[src/rtl/mcsps_pkg.sv]
/*
 * Package for the main clock select, prescale and sleep block.
 * Assumes an APB slave with 32-bit data, one register to a word.
 */
package mcsps_pkg;
	// Byte addresses of the registers
	localparam logic [7:0] ADDR_PRESCALE = 8'h36; // Printed offset is not a multiple of four: index
	localparam logic [9:0] BADDR_PRESCALE = 10'h0D8; // Index 0x36 times four
	localparam logic [9:0] BADDR_SELECT = 10'h0E0;
	localparam logic [9:0] BADDR_TRIM = 10'h0E4;
	localparam logic [9:0] BADDR_PROTECT = 10'h0E8;
	localparam logic [9:0] BADDR_SLEEP = 10'h0EC;
	localparam logic [9:0] BADDR_STATUS = 10'h0F0;
	// Reset values and codes
	localparam logic [3:0] DIV_RESET = 4'h3;
	localparam logic [3:0] DIV_MAX = 4'h8;
	localparam logic [1:0] SRC_RESET = 2'h0;
	localparam logic [7:0] PROTECT_SIG = 8'hD8;
	localparam logic [2:0] WINDOW_CYCLES = 3'h4;
	localparam logic [2:0] WAKE_HOLD = 3'h4;
	localparam logic [2:0] OSC_START = 3'h6;
	localparam logic [2:0] MODE_IDLE = 3'h0;
	localparam logic [2:0] MODE_NOISE = 3'h1;
	localparam logic [2:0] MODE_PDOWN = 3'h2;
	localparam logic [2:0] MODE_STBY = 3'h4;
	// Gated clock domain enables
	typedef struct packed {
		logic cpu;
		logic mem;
		logic io;
		logic conv;
		logic main_osc;
	} mcsps_dom_t;
	// Wake sources
	typedef struct packed {
		logic ext_level;
		logic ext_edge;
		logic pin_change;
		logic converter;
		logic watchdog;
		logic monitor;
		logic other_io;
	} mcsps_wake_t;
endpackage : mcsps_pkg

[src/rtl/mcsps_top.sv]
/*
 * Main clock select, trim, power-of-two prescaler and sleep control.
 * Assumes three free-running source clocks arrive as levels sampled on pclk,
 * a CPU issuing a one-cycle sleep pulse, and instruction cycles counted on pclk.
 */
`timescale 1ns/1ps
// Functional notes
// Source code 00 internal oscillator, 01 watchdog oscillator, 10 external clock.
// Source select writable at run time; switching is glitch free.
// Source write accepted only within four cycles of the unlock signature.
// Divider write accepted only within four cycles of the unlock signature.
// Upper six bits of source select read zero.
// Reset loads the factory calibration value into the trim register.
// Trim register writable; higher value means higher frequency.
// Divider divides main clock by two to the field, codes up to 8.
// Divided clock drives CPU and all synchronous peripherals together.
// Divider resets to 0011, divide by eight.
// Upper four prescale bits read zero.
// Software keeps interrupts off during protected divider change.
// Software picks a divider keeping system clock within limits.
// Sleep only when enable bit set and sleep instruction executes.
// Each sleep mode stops its listed clock domains.
// Each sleep mode wakes only on its listed sources.
// In deeper modes external line wakes only when level sensitive.
// On wake, hold CPU four cycles beyond start-up.
// Waking leaves register file and SRAM untouched.
// Reset during sleep wakes and restarts at reset vector.
// Level wake source holds its level long enough.
// Mode codes idle 000, noise 001, power-down 010, standby 100.
// Divider change has no glitch nor faster intermediate frequency.
// Power-down wake counts six oscillator cycles; others add none.
// Window opens on signature, closes after four cycles or first write.
// Reserved source or divider codes keep the previous setting.
module mcsps_top #(
	parameter logic [7:0] FACTORY_TRIM = 8'h80 // Arbitrary calibration default
) (
	input wire logic pclk,
	input wire logic presetn,
	input wire logic psel,
	input wire logic penable,
	input wire logic pwrite,
	input wire logic [31:0] paddr,
	input wire logic [31:0] pwdata,
	input wire logic [3:0] pstrb,
	output logic [31:0] prdata,
	output logic pready,
	output logic pslverr,
	input wire logic osc_int,
	input wire logic osc_wdt,
	input wire logic clk_ext,
	input wire logic sleep_instr,
	input wire mcsps_pkg::mcsps_wake_t wake_req,
	input wire logic ext_level_mode,
	output logic [7:0] oscillator_trim,
	output logic sys_clk_en,
	output mcsps_pkg::mcsps_dom_t dom_en,
	output logic cpu_hold,
	output logic asleep
);
	typedef enum logic [3:0] {
		ST_RUN = 4'h1,
		ST_SLEEP = 4'h2,
		ST_START = 4'h4,
		ST_HOLD = 4'h8
	} mcsps_state_t;

	logic [1:0] main_source_sel;
	logic [3:0] clock_divider_sel;
	logic [2:0] sleep_mode_field;
	logic sleep_enable_bit;
	logic [2:0] win_cnt;
	logic [2:0] seq_cnt;
	logic [8:0] src_sync [3];
	logic [2:0] src_lvl;
	logic [2:0] src_prev;
	logic [1:0] active_src;
	logic [1:0] pend_src;
	logic switching;
	logic main_tick;
	logic [7:0] ripple;
	logic [3:0] active_div;
	logic wake_hit;
	mcsps_state_t state;
	mcsps_state_t next_state;
	logic wr;
	logic rd;
	logic [9:0] ba;
	logic window_open;

	// Bus decode; zero wait states
	assign ba = paddr[9:0];
	assign wr = psel && penable && pwrite && pstrb[0];
	assign rd = psel && penable && !pwrite;
	assign pready = 1'b1;
	assign window_open = (win_cnt != 3'h0);

	function automatic logic mapped(input logic [9:0] a);
		mapped = (a == mcsps_pkg::BADDR_PRESCALE) || (a == mcsps_pkg::BADDR_SELECT) ||
			(a == mcsps_pkg::BADDR_TRIM) || (a == mcsps_pkg::BADDR_PROTECT) ||
			(a == mcsps_pkg::BADDR_SLEEP) || (a == mcsps_pkg::BADDR_STATUS);
	endfunction : mapped

	assign pslverr = psel && penable && !mapped(ba);

	// Change-enable window counter
	always_ff @(posedge pclk or negedge presetn) begin
		if (!presetn) begin
			win_cnt <= 3'h0;
		end else if (wr && ba == mcsps_pkg::BADDR_PROTECT && pwdata[7:0] == mcsps_pkg::PROTECT_SIG) begin
			win_cnt <= mcsps_pkg::WINDOW_CYCLES;
		end else if (wr && window_open && (ba == mcsps_pkg::BADDR_SELECT || ba == mcsps_pkg::BADDR_PRESCALE)) begin
			win_cnt <= 3'h0;
		end else if (window_open) begin
			win_cnt <= win_cnt - 3'h1;
		end
	end

	// Protected source select
	always_ff @(posedge pclk or negedge presetn) begin
		if (!presetn) begin
			main_source_sel <= mcsps_pkg::SRC_RESET;
		end else if (wr && ba == mcsps_pkg::BADDR_SELECT && window_open && pwdata[1:0] != 2'h3) begin
			main_source_sel <= pwdata[1:0];
		end
	end

	// Protected divider select
	always_ff @(posedge pclk or negedge presetn) begin
		if (!presetn) begin
			clock_divider_sel <= mcsps_pkg::DIV_RESET;
		end else if (wr && ba == mcsps_pkg::BADDR_PRESCALE && window_open && pwdata[3:0] <= mcsps_pkg::DIV_MAX) begin
			clock_divider_sel <= pwdata[3:0];
		end
	end

	// Trim and sleep control
	always_ff @(posedge pclk or negedge presetn) begin
		if (!presetn) begin
			oscillator_trim <= FACTORY_TRIM;
			sleep_mode_field <= mcsps_pkg::MODE_IDLE;
			sleep_enable_bit <= 1'b0;
		end else if (wr && ba == mcsps_pkg::BADDR_TRIM) begin
			oscillator_trim <= pwdata[7:0];
		end else if (wr && ba == mcsps_pkg::BADDR_SLEEP) begin
			sleep_mode_field <= pwdata[3:1];
			sleep_enable_bit <= pwdata[0];
		end
	end

	// Source clock synchronisers; second and third stage must agree
	for (genvar i = 0; i < 3; i++) begin : g_sync
		logic raw;
		assign raw = (i == 0) ? osc_int : (i == 1) ? osc_wdt : clk_ext;
		always_ff @(posedge pclk or negedge presetn) begin
			if (!presetn) begin
				src_sync[i] <= 9'h000;
				src_lvl[i] <= 1'b0;
			end else begin
				src_sync[i] <= {src_sync[i][7:0], raw};
				if (src_sync[i][1] == src_sync[i][2]) begin
					src_lvl[i] <= src_sync[i][2];
				end
			end
		end
	end

	// Rising edges of each filtered source
	always_ff @(posedge pclk or negedge presetn) begin
		if (!presetn) begin
			src_prev <= 3'h0;
		end else begin
			src_prev <= src_lvl;
		end
	end

	// Glitch-free switch: change only at a low phase of both old and new
	always_ff @(posedge pclk or negedge presetn) begin
		if (!presetn) begin
			active_src <= mcsps_pkg::SRC_RESET;
			pend_src <= mcsps_pkg::SRC_RESET;
			switching <= 1'b0;
		end else if (!switching && main_source_sel != active_src) begin
			pend_src <= main_source_sel;
			switching <= 1'b1;
		end else if (switching && !src_lvl[active_src] && !src_lvl[pend_src]) begin
			active_src <= pend_src;
			switching <= 1'b0;
		end
	end

	assign main_tick = !switching && src_lvl[active_src] && !src_prev[active_src] &&
		dom_en.main_osc;

	// Prescaler: divider updates only at a whole-period boundary of both settings
	always_ff @(posedge pclk or negedge presetn) begin
		if (!presetn) begin
			ripple <= 8'h00;
			active_div <= mcsps_pkg::DIV_RESET;
		end else if (main_tick) begin
			ripple <= ripple + 8'h01;
			if (((ripple + 8'h01) & ((8'h01 << active_div) - 8'h01)) == 8'h00 &&
				((ripple + 8'h01) & ((8'h01 << clock_divider_sel) - 8'h01)) == 8'h00) begin
				active_div <= clock_divider_sel;
			end
		end
	end

	// System clock enable pulse drives every synchronous domain
	assign sys_clk_en = main_tick && ((ripple & ((8'h01 << active_div) - 8'h01)) == 8'h00);

	// Wake qualification per mode
	always_comb begin
		wake_hit = 1'b0;
		case (sleep_mode_field)
			mcsps_pkg::MODE_IDLE: wake_hit = |wake_req;
			mcsps_pkg::MODE_NOISE: wake_hit = (wake_req.ext_level && ext_level_mode) || wake_req.pin_change ||
				wake_req.converter || wake_req.watchdog || wake_req.monitor;
			default: wake_hit = (wake_req.ext_level && ext_level_mode) || wake_req.pin_change ||
				wake_req.watchdog;
		endcase
	end

	// Sleep state machine
	always_comb begin
		next_state = state;
		case (state)
			ST_RUN: if (sleep_instr && sleep_enable_bit) next_state = ST_SLEEP;
			ST_SLEEP: if (wake_hit) next_state = (sleep_mode_field == mcsps_pkg::MODE_PDOWN) ? ST_START : ST_HOLD;
			ST_START: if (seq_cnt == 3'h0) next_state = ST_HOLD;
			ST_HOLD: if (seq_cnt == 3'h0) next_state = ST_RUN;
			default: next_state = ST_RUN;
		endcase
	end

	// State register; reset here returns to run
	always_ff @(posedge pclk or negedge presetn) begin
		if (!presetn) begin
			state <= ST_RUN;
		end else begin
			state <= next_state;
		end
	end

	// Start-up and hold counter
	always_ff @(posedge pclk or negedge presetn) begin
		if (!presetn) begin
			seq_cnt <= 3'h7;
		end else if (state == ST_SLEEP && next_state == ST_START) begin
			seq_cnt <= mcsps_pkg::OSC_START;
		end else if (next_state == ST_HOLD && state != ST_HOLD) begin
			seq_cnt <= mcsps_pkg::WAKE_HOLD - 3'h1;
		end else if (state == ST_START && main_tick_raw()) begin
			seq_cnt <= seq_cnt - 3'h1;
		end else if (state == ST_HOLD && seq_cnt != 3'h0) begin
			seq_cnt <= seq_cnt - 3'h1;
		end else if (state == ST_RUN && seq_cnt == 3'h7 && oscillator_trim != 8'h00) begin
			seq_cnt <= 3'h0;
		end
	end

	function automatic logic main_tick_raw();
		main_tick_raw = src_lvl[active_src] && !src_prev[active_src];
	endfunction : main_tick_raw

	// Domain gating per mode; register file and SRAM keep contents
	always_comb begin
		dom_en = '{cpu: 1'b1, mem: 1'b1, io: 1'b1, conv: 1'b1, main_osc: 1'b1};
		if (state == ST_SLEEP) begin
			dom_en.cpu = 1'b0;
			dom_en.mem = 1'b0;
			dom_en.io = (sleep_mode_field == mcsps_pkg::MODE_IDLE);
			dom_en.conv = (sleep_mode_field == mcsps_pkg::MODE_IDLE) ||
				(sleep_mode_field == mcsps_pkg::MODE_NOISE);
			dom_en.main_osc = (sleep_mode_field != mcsps_pkg::MODE_PDOWN);
		end else if (state != ST_RUN) begin
			dom_en.cpu = 1'b0;
			dom_en.mem = 1'b0;
		end
	end

	assign cpu_hold = (state != ST_RUN);
	assign asleep = (state == ST_SLEEP);

	// Read data; reserved bits zero
	always_ff @(posedge pclk or negedge presetn) begin
		if (!presetn) begin
			prdata <= 32'h0000_0000;
		end else if (psel && !penable && !pwrite) begin
			case (ba)
				mcsps_pkg::BADDR_PRESCALE: prdata <= {28'h0000000, clock_divider_sel};
				mcsps_pkg::BADDR_SELECT: prdata <= {30'h00000000, main_source_sel};
				mcsps_pkg::BADDR_TRIM: prdata <= {24'h000000, oscillator_trim};
				mcsps_pkg::BADDR_SLEEP: prdata <= {28'h0000000, sleep_mode_field, sleep_enable_bit};
				mcsps_pkg::BADDR_STATUS: prdata <= {25'h0000000, switching, active_src, active_div};
				default: prdata <= 32'h0000_0000;
			endcase
		end
	end

	// Checks
	a_window_gate: assert property (@(posedge pclk) disable iff (!presetn)
		(wr && ba == mcsps_pkg::BADDR_SELECT && !window_open) |=> $stable(main_source_sel))
		else $error("source changed outside window");
	a_div_gate: assert property (@(posedge pclk) disable iff (!presetn)
		(wr && ba == mcsps_pkg::BADDR_PRESCALE && !window_open) |=> $stable(clock_divider_sel))
		else $error("divider changed outside window");
	a_window_len: assert property (@(posedge pclk) disable iff (!presetn)
		$rose(window_open) && !wr |-> ##4 !window_open)
		else $error("window not four cycles");
	a_div_legal: assert property (@(posedge pclk) disable iff (!presetn)
		clock_divider_sel <= mcsps_pkg::DIV_MAX)
		else $error("reserved divider held");
	a_sleep_entry: assert property (@(posedge pclk) disable iff (!presetn)
		(state == ST_RUN && sleep_instr && !sleep_enable_bit) |=> state == ST_RUN)
		else $error("sleep without enable");
	a_pdown_osc: assert property (@(posedge pclk) disable iff (!presetn)
		(asleep && sleep_mode_field == mcsps_pkg::MODE_PDOWN) |-> !dom_en.main_osc && !dom_en.io)
		else $error("power-down clocks running");
	a_hold_four: assert property (@(posedge pclk) disable iff (!presetn)
		$rose(state == ST_HOLD) |-> (state == ST_HOLD)[*4] ##1 state == ST_RUN)
		else $error("hold not four cycles");
	a_idle_fast: assert property (@(posedge pclk) disable iff (!presetn)
		(asleep && sleep_mode_field == mcsps_pkg::MODE_IDLE && wake_hit) |=> state == ST_HOLD)
		else $error("idle wake delayed");
	// Domain gating per sleep mode
	a_idle_dom: assert property (@(posedge pclk) disable iff (!presetn)
		(asleep && sleep_mode_field == mcsps_pkg::MODE_IDLE) |-> dom_en.io && dom_en.conv && dom_en.main_osc)
		else $error("idle clocks stopped");
	a_noise_dom: assert property (@(posedge pclk) disable iff (!presetn)
		(asleep && sleep_mode_field == mcsps_pkg::MODE_NOISE) |-> !dom_en.io && dom_en.conv && dom_en.main_osc)
		else $error("noise mode clocks wrong");
	a_stby_dom: assert property (@(posedge pclk) disable iff (!presetn)
		(asleep && sleep_mode_field == mcsps_pkg::MODE_STBY) |-> !dom_en.io && !dom_en.conv && dom_en.main_osc)
		else $error("standby clocks wrong");
	a_sleep_cpu: assert property (@(posedge pclk) disable iff (!presetn)
		asleep |-> !dom_en.cpu && !dom_en.mem)
		else $error("cpu clock runs in sleep");
	a_tick_gated: assert property (@(posedge pclk) disable iff (!presetn)
		!dom_en.main_osc |-> !sys_clk_en)
		else $error("system clock with source off");
	// Reserved codes and window opening
	a_div_reject: assert property (@(posedge pclk) disable iff (!presetn)
		(wr && ba == mcsps_pkg::BADDR_PRESCALE && pwdata[3:0] > mcsps_pkg::DIV_MAX) |=> $stable(clock_divider_sel))
		else $error("reserved divider taken");
	a_src_reject: assert property (@(posedge pclk) disable iff (!presetn)
		(wr && ba == mcsps_pkg::BADDR_SELECT && pwdata[1:0] == 2'h3) |=> $stable(main_source_sel))
		else $error("reserved source taken");
	a_window_open: assert property (@(posedge pclk) disable iff (!presetn)
		(wr && ba == mcsps_pkg::BADDR_PROTECT && pwdata[7:0] == mcsps_pkg::PROTECT_SIG) |=> window_open)
		else $error("signature did not open window");
	a_active_legal: assert property (@(posedge pclk) disable iff (!presetn)
		active_div <= mcsps_pkg::DIV_MAX)
		else $error("prescaler runs reserved setting");
	// Wake sources and start-up
	a_deep_wake: assert property (@(posedge pclk) disable iff (!presetn)
		(asleep && sleep_mode_field != mcsps_pkg::MODE_IDLE && sleep_mode_field != mcsps_pkg::MODE_NOISE &&
		!wake_req.ext_level && !wake_req.pin_change && !wake_req.watchdog) |=> asleep)
		else $error("deep sleep woke on wrong source");
	a_pdown_start: assert property (@(posedge pclk) disable iff (!presetn)
		$rose(state == ST_START) |-> (state == ST_START)[*6])
		else $error("oscillator start too short");
	a_hold_cpu: assert property (@(posedge pclk) disable iff (!presetn)
		(state == ST_HOLD) |-> cpu_hold && !dom_en.cpu)
		else $error("cpu runs during hold");
	// Main scenarios
	c_pdown_wake: cover property (@(posedge pclk) state == ST_START ##[1:200] state == ST_RUN);
	c_sleep_entry: cover property (@(posedge pclk) $rose(asleep));
	c_window: cover property (@(posedge pclk) $rose(window_open));
	c_src_switch: cover property (@(posedge pclk) $fell(switching));
	c_div_change: cover property (@(posedge pclk) $changed(active_div));
endmodule : mcsps_top

[config.mk]
export PLATFORM = sky130hd
export DESIGN_NAME = mcsps_top
export DESIGN_NICKNAME = d
export VERILOG_FILES = /design/src/rtl/mcsps_pkg.sv /design/src/rtl/mcsps_top.sv
export SDC_FILE = /design/constraint.sdc
export NUM_CORES = 1
export LEC_CHECK = 0
export BUFFER_PORTS_ARGS = -buffer_cell sky130_fd_sc_hd__buf_2
export CORE_UTILIZATION = 45
export CTS_CLUSTER_DIAMETER = 30
export CTS_CLUSTER_SIZE = 12
export DETAILED_ROUTE_END_ITERATION = 8
export GPL_ROUTABILITY_DRIVEN = 1
export HOLD_SLACK_MARGIN = 0.1
export PLACE_DENSITY = 0.86
export SLEW_MARGIN = 20
export SYNTH_ARGS = -nofsm -noshare
export SYNTH_HDL_FRONTEND = slang
export SYNTH_SLANG_ARGS = --single-unit
[constraint.sdc]
create_clock -name pclk -period 2.5 [get_ports pclk]
set_input_delay 0.25 -clock pclk [delete_from_list [all_inputs] [get_ports pclk]]
set_output_delay 0.25 -clock pclk [all_outputs]
set_load 0.005 [all_outputs]
==> results_dict.tcl <==
set metrics [dict create \
    outcome "complete, but fails checks" \
    violations "negative setup slack" \
    yosysTopAreaCell "dfrtp_1" \
    cts_tree "done" \
    final_net_count 571 \
    finalHoldViolations 0 \
    p_per_area_nw_per_um2 605 \
    reg2reg_slack_ns -0.03 \
    core_area_sq_um 8380 \
    syn_area_per_cell_sq_um 9.98 \
    fp.dieH_microns 95.9 \
    synthToLayoutAreaGrowth_pct 18.6 \
    fin_crit_ns 2.79 \
    fin_cells 588 \
    ir_drop_v 0.000421 \
    finalSetupTns_ns -0.363 \
    cts_inserted_buffers 9 \
    start_util_pct 47.3 \
    clkTransAtPathRegs_ns 0.07 \
    dp.final_hpwl_microns 6420 \
    min_path_type "in2reg" \
    async_flop_share_pct 100 \
    leakagePower_nw 2.22 \
    num_vias 3232 \
    rows 33 \
    postLayoutCellArea_sq_um 4700 \
    crit_type "reg2out" \
    viasPerCell 5.50 \
    fin_ws_ns -0.295 \
    place.gp.congestion 0.916 \
    ys.flop_type "dfrtp_1" \
    io_buffers 60 \
    cap_violations 0 \
    wirelength_microns 8710 \
    startpoint_type "flip-flop" \
    slew_violations 0 \
    grt_max_degree 26 \
    cts_num_sinks 68 \
    dr.first_iter.drc_count 216 \
    grt_pass1_wl_microns 14400 \
    arrival_ns 2.54 \
    crit_fanout 5 \
    placed_cell_area_sq_um 4380 \
    cts_max_level 3 \
    report.final.setup_viol 3 \
    synth-seq-cells 68 \
    num_antenna_cells 0 \
    worstHoldPathCells 2 \
    drive_above_1_share_pct 32.9 \
    fp.dieArea_sq_um 9190 \
    antenna_found_initial 0 \
    ios 135 \
    reg2reg_depth 9 \
    fillers 683 \
    die_w_microns 95.9 \
    rsz0062_at_grt "yes" \
    synthCells 397 \
    ff_latch_area_sq_um 1710 \
    cts-root-buf "clkbuf_8" \
    synth_top_area_share_pct 37.2 \
    worst-slew-pin-transition_ns 0.646 \
    grt_usage_pct 20.7 \
    r2r_end "active_div[3]" \
    clk_latency_ns 0.36 \
    period_share_pct 112 \
    drc 0 \
    ys_types 71 \
    place_inst 566 \
    relSlewSlack_pct 56.6 \
    fmax_mhz 358 \
    ant_nets 0 \
    grt_pass1_vias 3119 \
    required_ns 2.25 \
    ys_seq_area_share_pct 43.2 \
    wl_per_cell_microns 14.8 \
    min_from "pwdata[4]" \
    synth_area_leaders "dfrtp_1, dfstp_2, buf_4" \
    end_kind "output pin" \
    holdWs_ns 0.162 \
    reg2reg_from "active_div[0]" \
    multi_input_comb_area_sq_um 2040 \
    firstDrtPassIters 8 \
    netlist_area_sq_um 3960 \
    fin_skew_ns 0.0130 \
    clk_path_buf_depth 2 \
    hold_end "oscillator_trim[4]" \
    yosysWarnings 0 \
    grt-ovfl-total 0 \
    synth_edf_count 0 \
]
-- cell usage in the layout (no fill, tap or decap), types with 5 or more instances in the layout --
| cell | instances |
|---|---|
| mux2_2 | 19 |
| dfstp_2 | 9 |
| dfrtp_1 | 59 |
| conb_1 | 25 |
| nand4_1 | 5 |
| nand3b_1 | 5 |
| inv_1 | 14 |
| buf_2 | 59 |
| nand3_1 | 8 |
| nor2_1 | 44 |
| clkbuf_8 | 9 |
| ha_1 | 6 |
| nor2b_1 | 7 |
| nor3_1 | 9 |
| o21ai_0 | 11 |
| nor4_1 | 6 |
| a21oi_1 | 14 |
| a22oi_1 | 5 |
| xor2_1 | 13 |
| a222oi_1 | 5 |
| o22ai_1 | 6 |
| buf_4 | 26 |
| nand2_1 | 22 |
| a31oi_1 | 7 |
-- power by group --
group	total [mW]	internal [mW]	switching [mW]	leakage, nW
Clock	1.01	0.566	0.445	0.106
Sequential	1.34	1.21	0.123	0.853
Combinational	0.497	0.245	0.253	1.27
-- registers in the layout, indices dropped and copies added, names as in the netlist --
| name | count |
|---|---|
| src_sync | 9 |
| oscillator_trim | 8 |
| prdata | 8 |
| ripple | 8 |
| active_div | 4 |
| clock_divider_sel | 4 |
| state | 4 |
| seq_cnt | 3 |
| sleep_mode_field | 3 |
| src_lvl | 3 |
| src_prev | 3 |
| win_cnt | 3 |
| active_src | 2 |
| main_source_sel | 2 |
| pend_src | 2 |
| sleep_enable_bit | 1 |
| switching | 1 |
-- cell families (layout without fill, tap and decap cells) --
family / count (synthesis) / after routing / share of synthesized area [%]
AOI/OAI and AO/OA: 78 / 78 / 14.1
xor gates and xnor gates: 17 / 17 / 3.76
adders and majority gates: 11 / 11 / 3.28
buffers and inverters: 58 / 121 / 9.69
DFF: 68 / 68 / 43.2
muxes: 25 / 25 / 6.98
other: 2 / 25 / 0.189
and+or+nand+nor: 138 / 138 / 18.8
-- Yosys cell counts (2+ instances only) --
cell type,count
inv_1,15
maj3_1,3
a21boi_0,2
buf_6,2
dfrtp_1,59
nor4_1,6
nand3_1,8
dfstp_2,9
o22a_1,2
a21oi_1,15
o21ai_0,11
o21a_1,2
a21o_1,2
a222oi_1,5
a31oi_1,7
or3_1,3
mux2i_1,4
a22oi_1,6
xor2_1,13
nor3_1,10
nand2_1,23
or4_1,3
conb_1,2
o32a_1,2
clkbuf_1,6
xnor2_1,4
o22ai_1,6
or2_2,2
o21bai_1,2
nand4_1,5
nand2b_1,2
nor3b_1,3
clkbuf_8,4
nor2b_1,7
nand3b_1,5
a2bb2oi_1,2
mux2_2,19
nor4b_1,3
mux2_1,2
buf_4,29
and2_1,2
ha_1,8
nor2_1,44
-- layer usage --
metal  share of wire (%)  GRT usage, %  up-vias
li1                    -             -     1549
met1                  42          25.7     1562
met3                 5.1          4.58       21
met5                   0             0        -
met2                  50          33.9      100
met4                 2.0          10.4        0
-- stage by stage --
stage / setup slack [ns] / util (%) / power [mW]
floorplan: 0.0477 / - / 1.69
global placement: -0.209 / 52.2 / 1.80
detailed placement: -0.193 / 52.2 / 1.83
CTS: -0.282 / 55.7 / 2.85
global route: -0.458 / 56.1 / 2.98
finish: -0.295 / 56.1 / 2.84
-- cell type report --
| class | count | share of cell area, % |
|---|---|---|
| clock buffer | 9 | 2.64 |
| clock inverter | 7 | 2.08 |
| inverter | 15 | 1.20 |
| multi-input combinational | 294 | 43.3 |
| sequential | 68 | 36.4 |
| tap | 105 | 2.80 |
| timing repair buffer | 90 | 11.5 |
-- worst max-delay path by stage --
| stage | cells past startpoint | end | start |
|---|---|---|---|
| floorplan | 9 | active_div[2] | active_div[1] |
| detailed placement | 8 | sys_clk_en | active_div[1] |
| CTS | 8 | sys_clk_en | active_div[0] |
| global route | 8 | sys_clk_en | active_div[0] |
| global placement | 8 | sys_clk_en | active_div[1] |
| finish | 8 | sys_clk_en | active_div[0] |
-- worst max-delay path: stages (launching register included) --
cell,delay [ns]
dfstp_2,0.37
or4_4,0.55
ha_4,0.20
xor2_1,0.18
a222oi_1,0.30
nand2_1,0.14
a2111oi_4,0.20
buf_4,0.16
buf_6,0.08
-- timing repair --
item,CTS,global route
hold buffers,4,0
buffers inserted,1,1
pin swaps,7,4
resized for setup,6,3
endpoints found under the hold margin,19,0
endpoints found under the setup margin,4,5
(Power assumes the default switching activity.)
